[config.mk]
export PLATFORM = sky130hd
export DESIGN_NAME = self_program_flash_control
export DESIGN_NICKNAME = d
export VERILOG_FILES = /design/src/common/spm_pkg.sv /design/src/design/op_timer.sv /design/src/design/page_buffer.sv /design/src/design/self_program_flash_control.sv
export VERILOG_INCLUDE_DIRS = /design/src /design/src/common
export SDC_FILE = /design/constraint.sdc
export NUM_CORES = 1
export LEC_CHECK = 0
export BUFFER_PORTS_ARGS = -buffer_cell sky130_fd_sc_hd__buf_2
export CAP_MARGIN = 5
export CORE_MARGIN = 10
export CORE_UTILIZATION = 55
export CTS_BUF_LIST = sky130_fd_sc_hd__clkbuf_8 sky130_fd_sc_hd__clkbuf_16
export DETAILED_ROUTE_END_ITERATION = 8
export PLACE_DENSITY = 0.87
export SYNTH_ARGS = -nofsm -noshare
export SYNTH_HDL_FRONTEND = slang
export SYNTH_SLANG_ARGS = --single-unit
[constraint.sdc]
create_clock -name CLK_I -period 4 [get_ports CLK_I]
set_input_delay 0 -clock CLK_I [delete_from_list [all_inputs] [get_ports CLK_I]]
set_output_delay 0 -clock CLK_I [all_outputs]
set_load 0.01 [all_outputs]
[src/common/spm_cfg.svh]
`ifndef SPM_CFG_SVH
`define SPM_CFG_SVH

`define CSR_DATA_ADDR 8'h57
`define IO_SPACE_OFS 8'h20
`define CSR_RESET 8'h00

`define BIT_IE 7
`define BIT_SIG_READ 5
`define BIT_SECT_READ_EN 4
`define BIT_STORE_EN 0

`define CMD_FILL 5'h01
`define CMD_ERASE 5'h03
`define CMD_WRITE 5'h05
`define CMD_LOCK 5'h09
`define CMD_RWW 5'h11

`define STORE_WIN 3'h4
`define LOAD_OK_MIN 3'h2
`define WIN_LAST 3'h1

`define Z_PAGE_HI 12
`define Z_PAGE_LO 6
`define Z_WORD_HI 5
`define Z_WORD_LO 1
`define Z_SEL_LO 0
`define Z_SEL_HI 1

`define SEL_FUSE_LOW 2'h0
`define SEL_LOCK 2'h1
`define SEL_FUSE_EXT 2'h2
`define SEL_FUSE_HIGH 2'h3

`define CLK_KHZ 40000
// microseconds keep the product inside 32-bit integer arithmetic
`define OP_MIN_US 3200
`define OP_MAX_US 3400
`define OP_MIN_CYC ((`OP_MIN_US * `CLK_KHZ + 999) / 1000)
`define OP_MAX_CYC ((`OP_MAX_US * `CLK_KHZ) / 1000)

`define PAGE_WORDS 32
`define WORD_BITS 16

`endif

[src/common/spm_pkg.sv]
package spm_pkg;

  typedef enum logic [2:0] {
    M_IDLE = 3'b000,
    M_FILL = 3'b001,
    M_ERASE = 3'b010,
    M_WRITE = 3'b011,
    M_LOCK = 3'b100,
    M_SIG = 3'b101,
    M_RWW = 3'b110
  } mode_t;

  typedef struct packed {
    logic erase;
    logic write;
    logic lock_wr;
    logic [7:0] lock_data;
    logic [6:0] page;
  } flash_cmd_t;

  typedef struct packed {
    logic ie;
    logic [5:0] cmd;
    mode_t mode;
    logic [2:0] win;
    logic busy;
    logic halt;
    logic irq;
    logic [7:0] rdata;
    logic lpm_valid;
    logic [7:0] lpm_data;
    flash_cmd_t fl;
  } ctl_st_t;

endpackage

[src/design/op_timer.sv]
`timescale 1ns/1ps
`include "spm_cfg.svh"

module op_timer #(
  parameter int CYCLES = `OP_MIN_CYC
) (
  input wire logic clk_i,
  input wire logic rst_n_i,
  input wire logic start_i,
  output logic done_o
);
  localparam int CW = $clog2(CYCLES + 1);

  typedef struct packed {
    logic [CW-1:0] cnt;
    logic done;
  } tmr_st_t;

  tmr_st_t st_r;
  tmr_st_t st_nxt;

  // done fires on the last counted cycle, so busy spans exactly CYCLES
  always_comb begin
    st_nxt = st_r;
    st_nxt.done = 1'b0;
    if (start_i) begin
      st_nxt.cnt = CW'(CYCLES);
    end else if (st_r.cnt != '0) begin
      st_nxt.cnt = st_r.cnt - CW'(1);
      st_nxt.done = (st_r.cnt == CW'(2));
    end
  end

  always_ff @(posedge clk_i or negedge rst_n_i) begin
    if (!rst_n_i) begin
      st_r <= '0;
    end else begin
      st_r <= st_nxt;
    end
  end

  assign done_o = st_r.done;
endmodule

[src/design/page_buffer.sv]
`timescale 1ns/1ps
`include "spm_cfg.svh"

module page_buffer #(
  parameter int WORDS = `PAGE_WORDS,
  parameter int WIDTH = `WORD_BITS
) (
  input wire logic clk_i,
  input wire logic rst_n_i,
  input wire logic clr_i,
  input wire logic we_i,
  input wire logic [$clog2(WORDS)-1:0] widx_i,
  input wire logic [WIDTH-1:0] wdata_i,
  input wire logic [$clog2(WORDS)-1:0] ridx_i,
  output logic [WIDTH-1:0] rdata_o
);
  typedef struct packed {
    logic [WORDS-1:0] valid;
    logic [WIDTH-1:0] rdata;
  } buf_st_t;

  logic [WIDTH-1:0] mem [WORDS];
  buf_st_t st_r;
  buf_st_t st_nxt;

  // clearing only drops the valid bits; the array itself needs no reset
  always_comb begin
    st_nxt = st_r;
    st_nxt.rdata = st_r.valid[ridx_i] ? mem[ridx_i] : {WIDTH{1'b1}};
    if (clr_i) begin
      st_nxt.valid = '0;
    end else if (we_i) begin
      st_nxt.valid[widx_i] = 1'b1;
    end
  end

  // a word can be loaded once per clear; later loads are dropped
  always_ff @(posedge clk_i) begin
    if (we_i && !clr_i && !st_r.valid[widx_i]) begin
      mem[widx_i] <= wdata_i;
    end
  end

  always_ff @(posedge clk_i or negedge rst_n_i) begin
    if (!rst_n_i) begin
      st_r <= '0;
    end else begin
      st_r <= st_nxt;
    end
  end

  assign rdata_o = st_r.rdata;
endmodule

[src/design/self_program_flash_control.sv]
// Function
// - each erase, page write or lock write lasts 3.2 to 3.4 ms
// - ready interrupt asserted while enable, global flag set, store enable clear
// - ready interrupt suppressed during eeprom write or store operation
// - bit 6 section busy flag always reads zero
// - signature command lets next load return signature byte, ignores stores
// - writing section read enable bit while filling clears page buffer
// - lock command lets load within three cycles return lock or fuse bits
// - page write command writes buffer to page from high Z bits
// - page write bit clears on completion or four idle cycles
// - page erase command erases page from high Z bits on store
// - page erase bit clears on completion or four idle cycles
// - cpu halted for whole page write and page erase
// - store enable alone arms buffer load of R1:R0 at Z word
// - store enable clears after store or four cycles without store
// - store enable stays one until erase or write completes
// - only five listed low-bit patterns act, others ignored
// - control register at data address 0x57, io address 0x37
// - page from Z bits 12:6, buffer word from Z bits 5:1
// - buffer cleared after page write, section read enable write, reset
// - eeprom write blocks programming and fuse or lock reads
// - programmed fuse and lock bits read zero, unprogrammed one
`timescale 1ns/1ps
`include "spm_cfg.svh"

module self_program_flash_control #(
  parameter int OP_CYCLES = `OP_MIN_CYC
) (
  input wire logic CLK_I,
  input wire logic RST_N_I,
  input wire logic [7:0] IO_ADDR_I,
  input wire logic IO_SPACE_I,
  input wire logic IO_WE_I,
  input wire logic IO_RE_I,
  input wire logic [7:0] IO_WDATA_I,
  output logic [7:0] IO_RDATA_O,
  input wire logic SPM_I,
  input wire logic LPM_I,
  input wire logic [15:0] Z_I,
  input wire logic [15:0] R_WORD_I,
  input wire logic GIE_I,
  input wire logic EE_BUSY_I,
  input wire logic [7:0] FUSE_LOW_PRG_I,
  input wire logic [7:0] FUSE_HIGH_PRG_I,
  input wire logic [7:0] FUSE_EXT_PRG_I,
  input wire logic [7:0] LOCK_PRG_I,
  input wire logic [7:0] SIG_BYTE_I,
  output logic LPM_VALID_O,
  output logic [7:0] LPM_DATA_O,
  output logic CPU_HALT_O,
  output logic READY_IRQ_O,
  output spm_pkg::flash_cmd_t FLASH_CMD_O,
  input wire logic [4:0] BUF_RD_IDX_I,
  output logic [15:0] BUF_RD_DATA_O
);
  import spm_pkg::*;

  ctl_st_t st_r;
  ctl_st_t st_nxt;
  logic [7:0] addr_eff;
  logic csr_wr;
  logic csr_rd;
  logic [7:0] csr_val;
  logic buf_clr;
  logic buf_we;
  logic tmr_start;
  logic op_done;

  function automatic mode_t decode_cmd(input logic [7:0] wd);
    mode_t m;
    case (wd[4:0])
      `CMD_FILL: m = wd[`BIT_SIG_READ] ? M_SIG : M_FILL;
      `CMD_ERASE: m = M_ERASE;
      `CMD_WRITE: m = M_WRITE;
      `CMD_LOCK: m = M_LOCK;
      `CMD_RWW: m = M_RWW;
      default: m = M_IDLE;
    endcase
    if (wd[`BIT_SIG_READ] && wd[4:0] != `CMD_FILL) begin
      m = M_IDLE;
    end
    return m;
  endfunction

  function automatic logic [7:0] fuse_lock_byte(input logic [1:0] sel);
    logic [7:0] v;
    case (sel)
      `SEL_FUSE_LOW: v = ~FUSE_LOW_PRG_I;
      `SEL_LOCK: v = ~LOCK_PRG_I;
      `SEL_FUSE_EXT: v = ~FUSE_EXT_PRG_I;
      `SEL_FUSE_HIGH: v = ~FUSE_HIGH_PRG_I;
      default: v = 8'h00;
    endcase
    return v;
  endfunction

  ////////////////////////////////////////////////////////////////////
  // register decode
  // io-space addressing
  assign addr_eff = IO_SPACE_I ? IO_ADDR_I + `IO_SPACE_OFS : IO_ADDR_I;
  assign csr_wr = IO_WE_I && (addr_eff == `CSR_DATA_ADDR);
  assign csr_rd = IO_RE_I && (addr_eff == `CSR_DATA_ADDR);
  assign csr_val = {st_r.ie, 1'b0, st_r.cmd};

  ////////////////////////////////////////////////////////////////////
  // command sequencing
  always_comb begin
    st_nxt = st_r;
    st_nxt.lpm_valid = 1'b0;
    buf_clr = 1'b0;
    buf_we = 1'b0;
    tmr_start = 1'b0;
    if (csr_rd) begin
      st_nxt.rdata = csr_val;
    end
    if (csr_wr) begin
      st_nxt.ie = IO_WDATA_I[`BIT_IE];
    end
    if (st_r.busy) begin
      if (op_done) begin
        buf_clr = (st_r.mode == M_WRITE);
        st_nxt.busy = 1'b0;
        st_nxt.halt = 1'b0;
        st_nxt.cmd = '0;
        st_nxt.mode = M_IDLE;
        st_nxt.fl.erase = 1'b0;
        st_nxt.fl.write = 1'b0;
        st_nxt.fl.lock_wr = 1'b0;
      end
    end else begin
      if (st_r.win != '0) begin
        st_nxt.win = st_r.win - 3'h1;
        if (st_r.win == `WIN_LAST) begin
          st_nxt.cmd = '0;
          st_nxt.mode = M_IDLE;
        end
      end
      if (SPM_I && st_r.win != '0 && !EE_BUSY_I) begin
        st_nxt.win = '0;
        st_nxt.cmd = '0;
        st_nxt.mode = M_IDLE;
        case (st_r.mode)
          M_FILL: begin
            buf_we = 1'b1;
          end
          M_ERASE, M_WRITE: begin
            tmr_start = 1'b1;
            st_nxt.busy = 1'b1;
            st_nxt.halt = 1'b1;
            st_nxt.cmd = st_r.cmd;
            st_nxt.mode = st_r.mode;
            st_nxt.fl.erase = (st_r.mode == M_ERASE);
            st_nxt.fl.write = (st_r.mode == M_WRITE);
            st_nxt.fl.page = Z_I[`Z_PAGE_HI:`Z_PAGE_LO];
          end
          M_LOCK: begin
            tmr_start = 1'b1;
            st_nxt.busy = 1'b1;
            st_nxt.cmd = st_r.cmd;
            st_nxt.mode = st_r.mode;
            st_nxt.fl.lock_wr = 1'b1;
            st_nxt.fl.lock_data = R_WORD_I[7:0];
          end
          M_SIG: begin
            st_nxt.win = st_r.win - 3'h1;
            st_nxt.cmd = (st_r.win == `WIN_LAST) ? 6'h00 : st_r.cmd;
            st_nxt.mode = (st_r.win == `WIN_LAST) ? M_IDLE : st_r.mode;
          end
          default: begin
          end
        endcase
      end
      if (LPM_I && st_r.win >= `LOAD_OK_MIN && !EE_BUSY_I
          && (st_r.mode == M_LOCK || st_r.mode == M_SIG)) begin
        st_nxt.lpm_valid = 1'b1;
        st_nxt.lpm_data = (st_r.mode == M_SIG) ? SIG_BYTE_I
                        : fuse_lock_byte(Z_I[`Z_SEL_HI:`Z_SEL_LO]);
        st_nxt.win = '0;
        st_nxt.cmd = '0;
        st_nxt.mode = M_IDLE;
      end
      if (csr_wr && !EE_BUSY_I && decode_cmd(IO_WDATA_I) != M_IDLE) begin
        st_nxt.cmd = IO_WDATA_I[5:0];
        st_nxt.mode = decode_cmd(IO_WDATA_I);
        st_nxt.win = `STORE_WIN;
      end
    end
    if (csr_wr && IO_WDATA_I[`BIT_SECT_READ_EN] && !EE_BUSY_I) begin
      buf_clr = 1'b1;
    end
    st_nxt.irq = st_nxt.ie && GIE_I && !st_nxt.cmd[`BIT_STORE_EN]
                 && !EE_BUSY_I && !st_nxt.busy;
  end

  always_ff @(posedge CLK_I or negedge RST_N_I) begin
    if (!RST_N_I) begin
      st_r <= '0;
    end else begin
      st_r <= st_nxt;
    end
  end

  ////////////////////////////////////////////////////////////////////
  // leaves
  // operation timing
  op_timer #(
    .CYCLES(OP_CYCLES)
  ) u_timer (
    .clk_i(CLK_I),
    .rst_n_i(RST_N_I),
    .start_i(tmr_start),
    .done_o(op_done)
  );

  page_buffer #(
    .WORDS(`PAGE_WORDS),
    .WIDTH(`WORD_BITS)
  ) u_buf (
    .clk_i(CLK_I),
    .rst_n_i(RST_N_I),
    .clr_i(buf_clr),
    .we_i(buf_we),
    .widx_i(Z_I[`Z_WORD_HI:`Z_WORD_LO]),
    .wdata_i(R_WORD_I),
    .ridx_i(BUF_RD_IDX_I),
    .rdata_o(BUF_RD_DATA_O)
  );

  assign IO_RDATA_O = st_r.rdata;
  assign LPM_VALID_O = st_r.lpm_valid;
  assign LPM_DATA_O = st_r.lpm_data;
  assign CPU_HALT_O = st_r.halt;
  assign READY_IRQ_O = st_r.irq;
  assign FLASH_CMD_O = st_r.fl;

  ////////////////////////////////////////////////////////////////////
  // checks
  logic [17:0] busy_cnt;
  always_ff @(posedge CLK_I or negedge RST_N_I) begin
    if (!RST_N_I) begin
      busy_cnt <= 18'h00000;
    end else begin
      busy_cnt <= st_r.busy ? busy_cnt + 18'h00001 : 18'h00000;
    end
  end
endmodule

After elaboration in Yosys (flattened, before gate mapping). Memories as Yosys holds them, arrays and structs flattened. Cells that the tools add are included.

Equal/unequal tests: 20. Reductions and logical operators: 46. Add/sub/neg operators: 3. Magnitude comparators: 4. Mux-type cells: 53. Bitwise gates (word level): 6.

Operator list (count): $mux 32 (2); $mux 9 (6); $mux 12 (3); $mux 18 (2); $not 8->8 (4); $or 32x32->32 (1); $pmux 8 s4 (1); $mux 3 (7); $logic_and 1x1->1 (19); $pmux 9 s2 (1); $eq 17x2->1 const B (1); $mux 1 (17); $mux 17 (1); $reduce_bool 17->1 (1); $sub 17x1->17 const B (1); $mux 16 (1); $mux 8 (2); $pmux 3 s5 (1); $mux 14 (1); $lt 5x6->1 const B (2); $reduce_and 3->1 (4); $bmux 1 s5 (2); $ne 5x3->1 const B (2); $reduce_bool 2->1 (5); 32 further kinds (45).

Input port bits: 102. Memories kept: 1. Memory bits (writable): 512. Register bits after elaboration: 116. Logic and storage cells: 153.

Memories: u_buf.mem (depth 32, bits a word 16, rd ports 1, clocked after Yosys merged registers in 0, write ports 1, line page_buffer.sv:22) `logic [WIDTH-1:0] mem [WORDS];`.

Longest topological paths before layout.
Depth after elaboration: 12. Mapped depth: 10.

Hierarchy. Synthesis repeated with hierarchy kept, for this count alone.

Cell total of the unflattened synthesis: 1564. Area total of the unflattened synthesis: 26215.1 sq um.

Modules (own cells, without submodules): page_buffer (cells an instance 1204, seq. area each 16575.9 sq um, times used 1, area each 22287.6 sq um); self_program_flash_control (cells an instance 250, seq. area each 1251.2 sq um, times used 1, area each 2912.8 sq um); op_timer (cells an instance 110, seq. area each 450.4 sq um, times used 1, area each 1014.7 sq um).

Least setup slack after synthesis. Ideal clock, no wire load.

Path type: flip-flop to flip-flop. Start: register st_r[38] in the netlist's numbering. End: memory u_buf.mem[11][0] in the netlist's numbering (enable). Arrival: 3.448 ns. Clock period less this slack: 3.878 ns. Path buffers: 0. Data required time: 3.570 ns. Cell stages (with the launch flop): 9. Path slack: 0.122 ns. Cells stage by stage: dfrtp_1 > inv_1 > ha_1 > nor2b_1 > nor3_2 > nand3_1 > nor3_2 > nand2_1 > nor4_1.

Longest elaborated chain between the ends: 9.

Ends and longest elaborated chain: from (decl) (line self_program_flash_control.sv:58) `ctl_st_t st_r;`; from (signal assigned) (line self_program_flash_control.sv:199) `st_r <= st_nxt;`; $reduce_bool 3->1 (line self_program_flash_control.sv:138) `if (SPM_I && st_r.win != '0 && !EE_BUSY_I) begin`; $logic_and 1x1->1 (2 in series) (line self_program_flash_control.sv:138); $mux 1 (line self_program_flash_control.sv:138); $mux 1 (line self_program_flash_control.sv:119) `if (st_r.busy) begin`; $logic_and 1x1->1 (2 in series) (line page_buffer.sv:39) `if (we_i && !clr_i && !st_r.valid[widx_i]) begin`; $mux 1 (line page_buffer.sv:39); $mux 1 (implied by the code) (line page_buffer.sv:40) `mem[widx_i] <= wdata_i;`; to (decl) (line page_buffer.sv:22).

Every way passes these cells.

==> results.md <==
* Die footprint at 56200 sq um
* GPL Wtd Cong at approximately 0.86
* Final WL at 63900 um
* Relative slew slack at a little over a third
* Clock period minus worst slack at ~3300 ps
* DRC at 0
* Crit path from: st_r[38]
* Primary FF master, synth: edfxtp_1
* Grt total ovfl at 0
* Number of global-route vias before repair at 15914
* Req. time, crit path at roughly 4600 ps
* Asr flop ratio synth at a little under a fifth
* DIE WIDTH at ~240 um
* Max incr delay on CP at between 600 and 700 ps
* Hold WS at about 34 ps
* Synth warn at 0
* Worst setup SP type: register
* Sequential area share after synthesis at between 70% and 80%
* CTS H-tree depth at 2
* Effective utilization at floorplan at a little under three fifths
* Deepest clock path buffer count at 3
* Die Height at 237 um
* Synth Cell Area at 25900 sq um
* Drt first pass iters at 5
* TritonCTS sink count at around 630
* Clock transition at the registers of the reported paths at ~60 ps
* Post-synth EDFFs at between 500 and 600
* Setup CP Type: reg -> reg
* Worst skew pair latency at ~640 ps
* Setup Viol. Count Final at 0
* Average size of a mapped cell at between 15 and 20 sq um
* Measured slew at the worst slew-check pin at 965 ps
* Clock Tree Root: clkbuf_16
* PortBufs at around 150
* Status: finished clean
* Type of the tightest min-delay check: in -> reg
* Layout Nets at roughly 1900
* Area added between synthesis and finish at 15.1%
* Largest net degree at the start of global routing at 74
* Number of max-cap violations at 0
* Clock Skew at about 45 ps
* Row Count at just under 80
* Global-route wire length before repair at a little under 100000 um
* Via count of the routed design at approximately 16000
* Synth area leader: edfxtp_1
* Final Max Slew Viols at 0
* Total CTS buffers at slightly below 60
* Net Count, Synth at roughly 1700
* Crit path cell chain: inv_1, ha_1, nor2b_1, nor3_2, nand3b_1, and2_1, nand2_1, nor4b_1, dlygate4sd3_1
* Final Hold Fails at 0
* Ports at roughly 160
* Final HPWL from detailed placement at between 30000 and 40000 um
* Family with the most delay on the worst path: simple AND/OR/NAND/NOR gates
* DR WL/cell at roughly 27 um
* CP arrival at between 3000 and 4000 ps
* Distinct cell type count of the synthesized netlist at between 50 and 60
* Share of cells above drive strength 1 at 25.2%
* Syn Inst Count at between 1500 and 2000
* Post-route ant nets at 0
* DR iter-0 viols at approximately 1900
* Static leakage at 0.0108 uW
* Min-delay src: IO_WE_I
* All-layer global routing usage at 22.4%
* Worst path bufs/invs at 2
* Reg-to-reg startpoint: st_r[38]
* Maximum VDD drop at around 370 uV
* DR vias/cell at 6.46
* Power per Cell Area at around 440 nW/um^2
* Initial antenna violation count at 2
* CP Capture Type: register
* Synth Register Bits at between 600 and 700
* Tcrit/Tclk final at about four fifths
* Fmax achieved at 307 MHz
* Top post-synthesis cells by area: edfxtp_1 59%, dfrtp_1 11%, mux4_2 7.7%, mux2i_1 5.0%, a22oi_1 1.4%
* RSZ-0062 raised after global routing: false
* CTS tree: built
* CP Max Fanout at 11
* Setup TNS at 0 ps
* CP max stage cell: dlygate4sd3_1
* Core Area at between 40000 and 50000 sq um
* Yosys top cell area share at between 50% and 60%
what timing repair did:
action                     in CTS  in global routing
setup endpoints to repair       0                  0
buffers inserted                0                  0
gates resized for setup         0                  0
hold buffers                   57                  0
hold endpoints to repair      589                  0
sequential cells by signal, indices dropped and copies added, names as in the netlist:
signal,count
IO_RDATA_O,7
st_r,7
csr_val,7
u_buf.rdata_o,16
LPM_VALID_O,1
FLASH_CMD_O,18
CPU_HALT_O,1
LPM_DATA_O,8
u_buf.mem,512
READY_IRQ_O,1
u_buf.st_r,32
u_timer.done_o,1
u_timer.st_r,17
final timing paths:
check	endpoint	slack [ps]	depth (start not counted)
max in group asynchronous	u_buf.st_r[29]	2930	4
setup / recovery	READY_IRQ_O	750	9
setup reg to reg	READY_IRQ_O	750	9
hold reg to reg	IO_RDATA_O[0]	490	2
min in group asynchronous	FLASH_CMD_O[11]	510	4
hold / removal	st_r[42]	30	4
cell usage after synthesis, drive strengths merged (2+ instances only):
library cell / n
clkbuf: 43
nor3b: 9
mux2: 31
edfxtp: 512
or3: 5
o21ai: 34
a31oi: 2
dfrtp: 116
nand2b: 7
a21oi: 61
buf: 94
o311ai: 9
a22o: 5
nand3b: 7
mux2i: 130
and2: 6
a22oi: 50
or4: 4
xor2: 11
a211oi: 2
inv: 9
ha: 7
mux4: 89
nor4: 28
nand2: 87
a221oi: 33
nand3: 29
nor2: 70
xnor2: 5
nor3: 19
and3: 3
nor2b: 10
nor4b: 2
o2bb2ai: 2
o211ai: 17
cells by family after synthesis:
logic type	count (synthesis)	share of synthesized area, %
flip-flops	628	70.5
AND/OR/NAND/NOR	292	5.59
multiplexers	250	14.1
AO/OA/AOI/OAI	222	5.80
buffers and inverters	146	3.05
XOR/XNOR	16	0.541
adder cells (fa/ha/maj)	8	0.377
other	1	0.0145
per-stage QoR:
| step | cells | instance area [sq um] | setup slack, ps | power (uW) | util (%) |
|---|---|---|---|---|---|
| after global routing | 2407 | 29800 | 548 | 13500 | 64.1 |
| after CTS | 2407 | 29800 | 842 | 13200 | 64.1 |
| after global placement | 2239 | 27300 | 1090 | 7830 | 58.7 |
| after detailed placement | 2239 | 27300 | 853 | 7860 | 58.7 |
| after floorplan | 1563 | 25900 | 122 | 7570 | - |
| final | 2409 | 29800 | 746 | 13200 | 64.1 |
per-layer routing:
layer  global-route usage, %  vias up  routed length (um)
met5                       0        -                  13
met4                    7.55        2                2190
met3                    5.99      168                7440
met2                    36.3     1131               30900
met1                    28.8     7756               23400
li1                        -     6503                   -
where the power goes:
part | leakage (uW) | switching [uW] | total (uW) | internal [uW]
registers | 0.00604 | 0.769 | 7080 | 7080
logic | 0.00373 | 451 | 712 | 261
clock network | 0.000994 | 2370 | 5380 | 3010
total | 0.0108 | 2820 | 13200 | 10400
layout by cell type, fill, tap and decap left out, types with 3 or more instances in the layout:
cell	count
bufinv_16	4
nand2b_1	7
nor3_1	5
clkinv_2	9
ha_1	7
nor2b_1	9
and3_1	3
a221oi_1	32
xnor2_1	5
buf_2	146
o311ai_0	9
a21oi_1	61
mux2_2	31
nand2_1	87
xor2_1	11
and2_1	5
a22o_1	5
mux2i_1	130
clkinv_1	12
or3_1	5
clkbuf_16	60
o211ai_1	17
nor4_1	4
nand3b_1	7
mux4_2	89
dlygate4sd3_1	56
nor3_2	14
or4_1	3
nor3b_1	9
nor4_2	24
dfrtp_1	116
nor2_1	70
o21ai_0	32
buf_4	58
inv_1	28
edfxtp_1	512
a22oi_1	50
nand3_1	29
worst min-delay path: cells and delay by family:
family | cells | cell delay, ps
compound gates | 1 | 80
simple gates | 2 | 420
buf+inv | 1 | 100
cell type report:
type	count	area, sq um
inverters	9	33.8
well taps	607	759
flip-flops and latches	628	18300
clock buffers	62	1530
multi-input cells	789	7080
diodes	2	5.00
clock inverters	49	355
repair buffers	263	1790
fillers	2950	16700
Power figures use the tool's default switching activity.
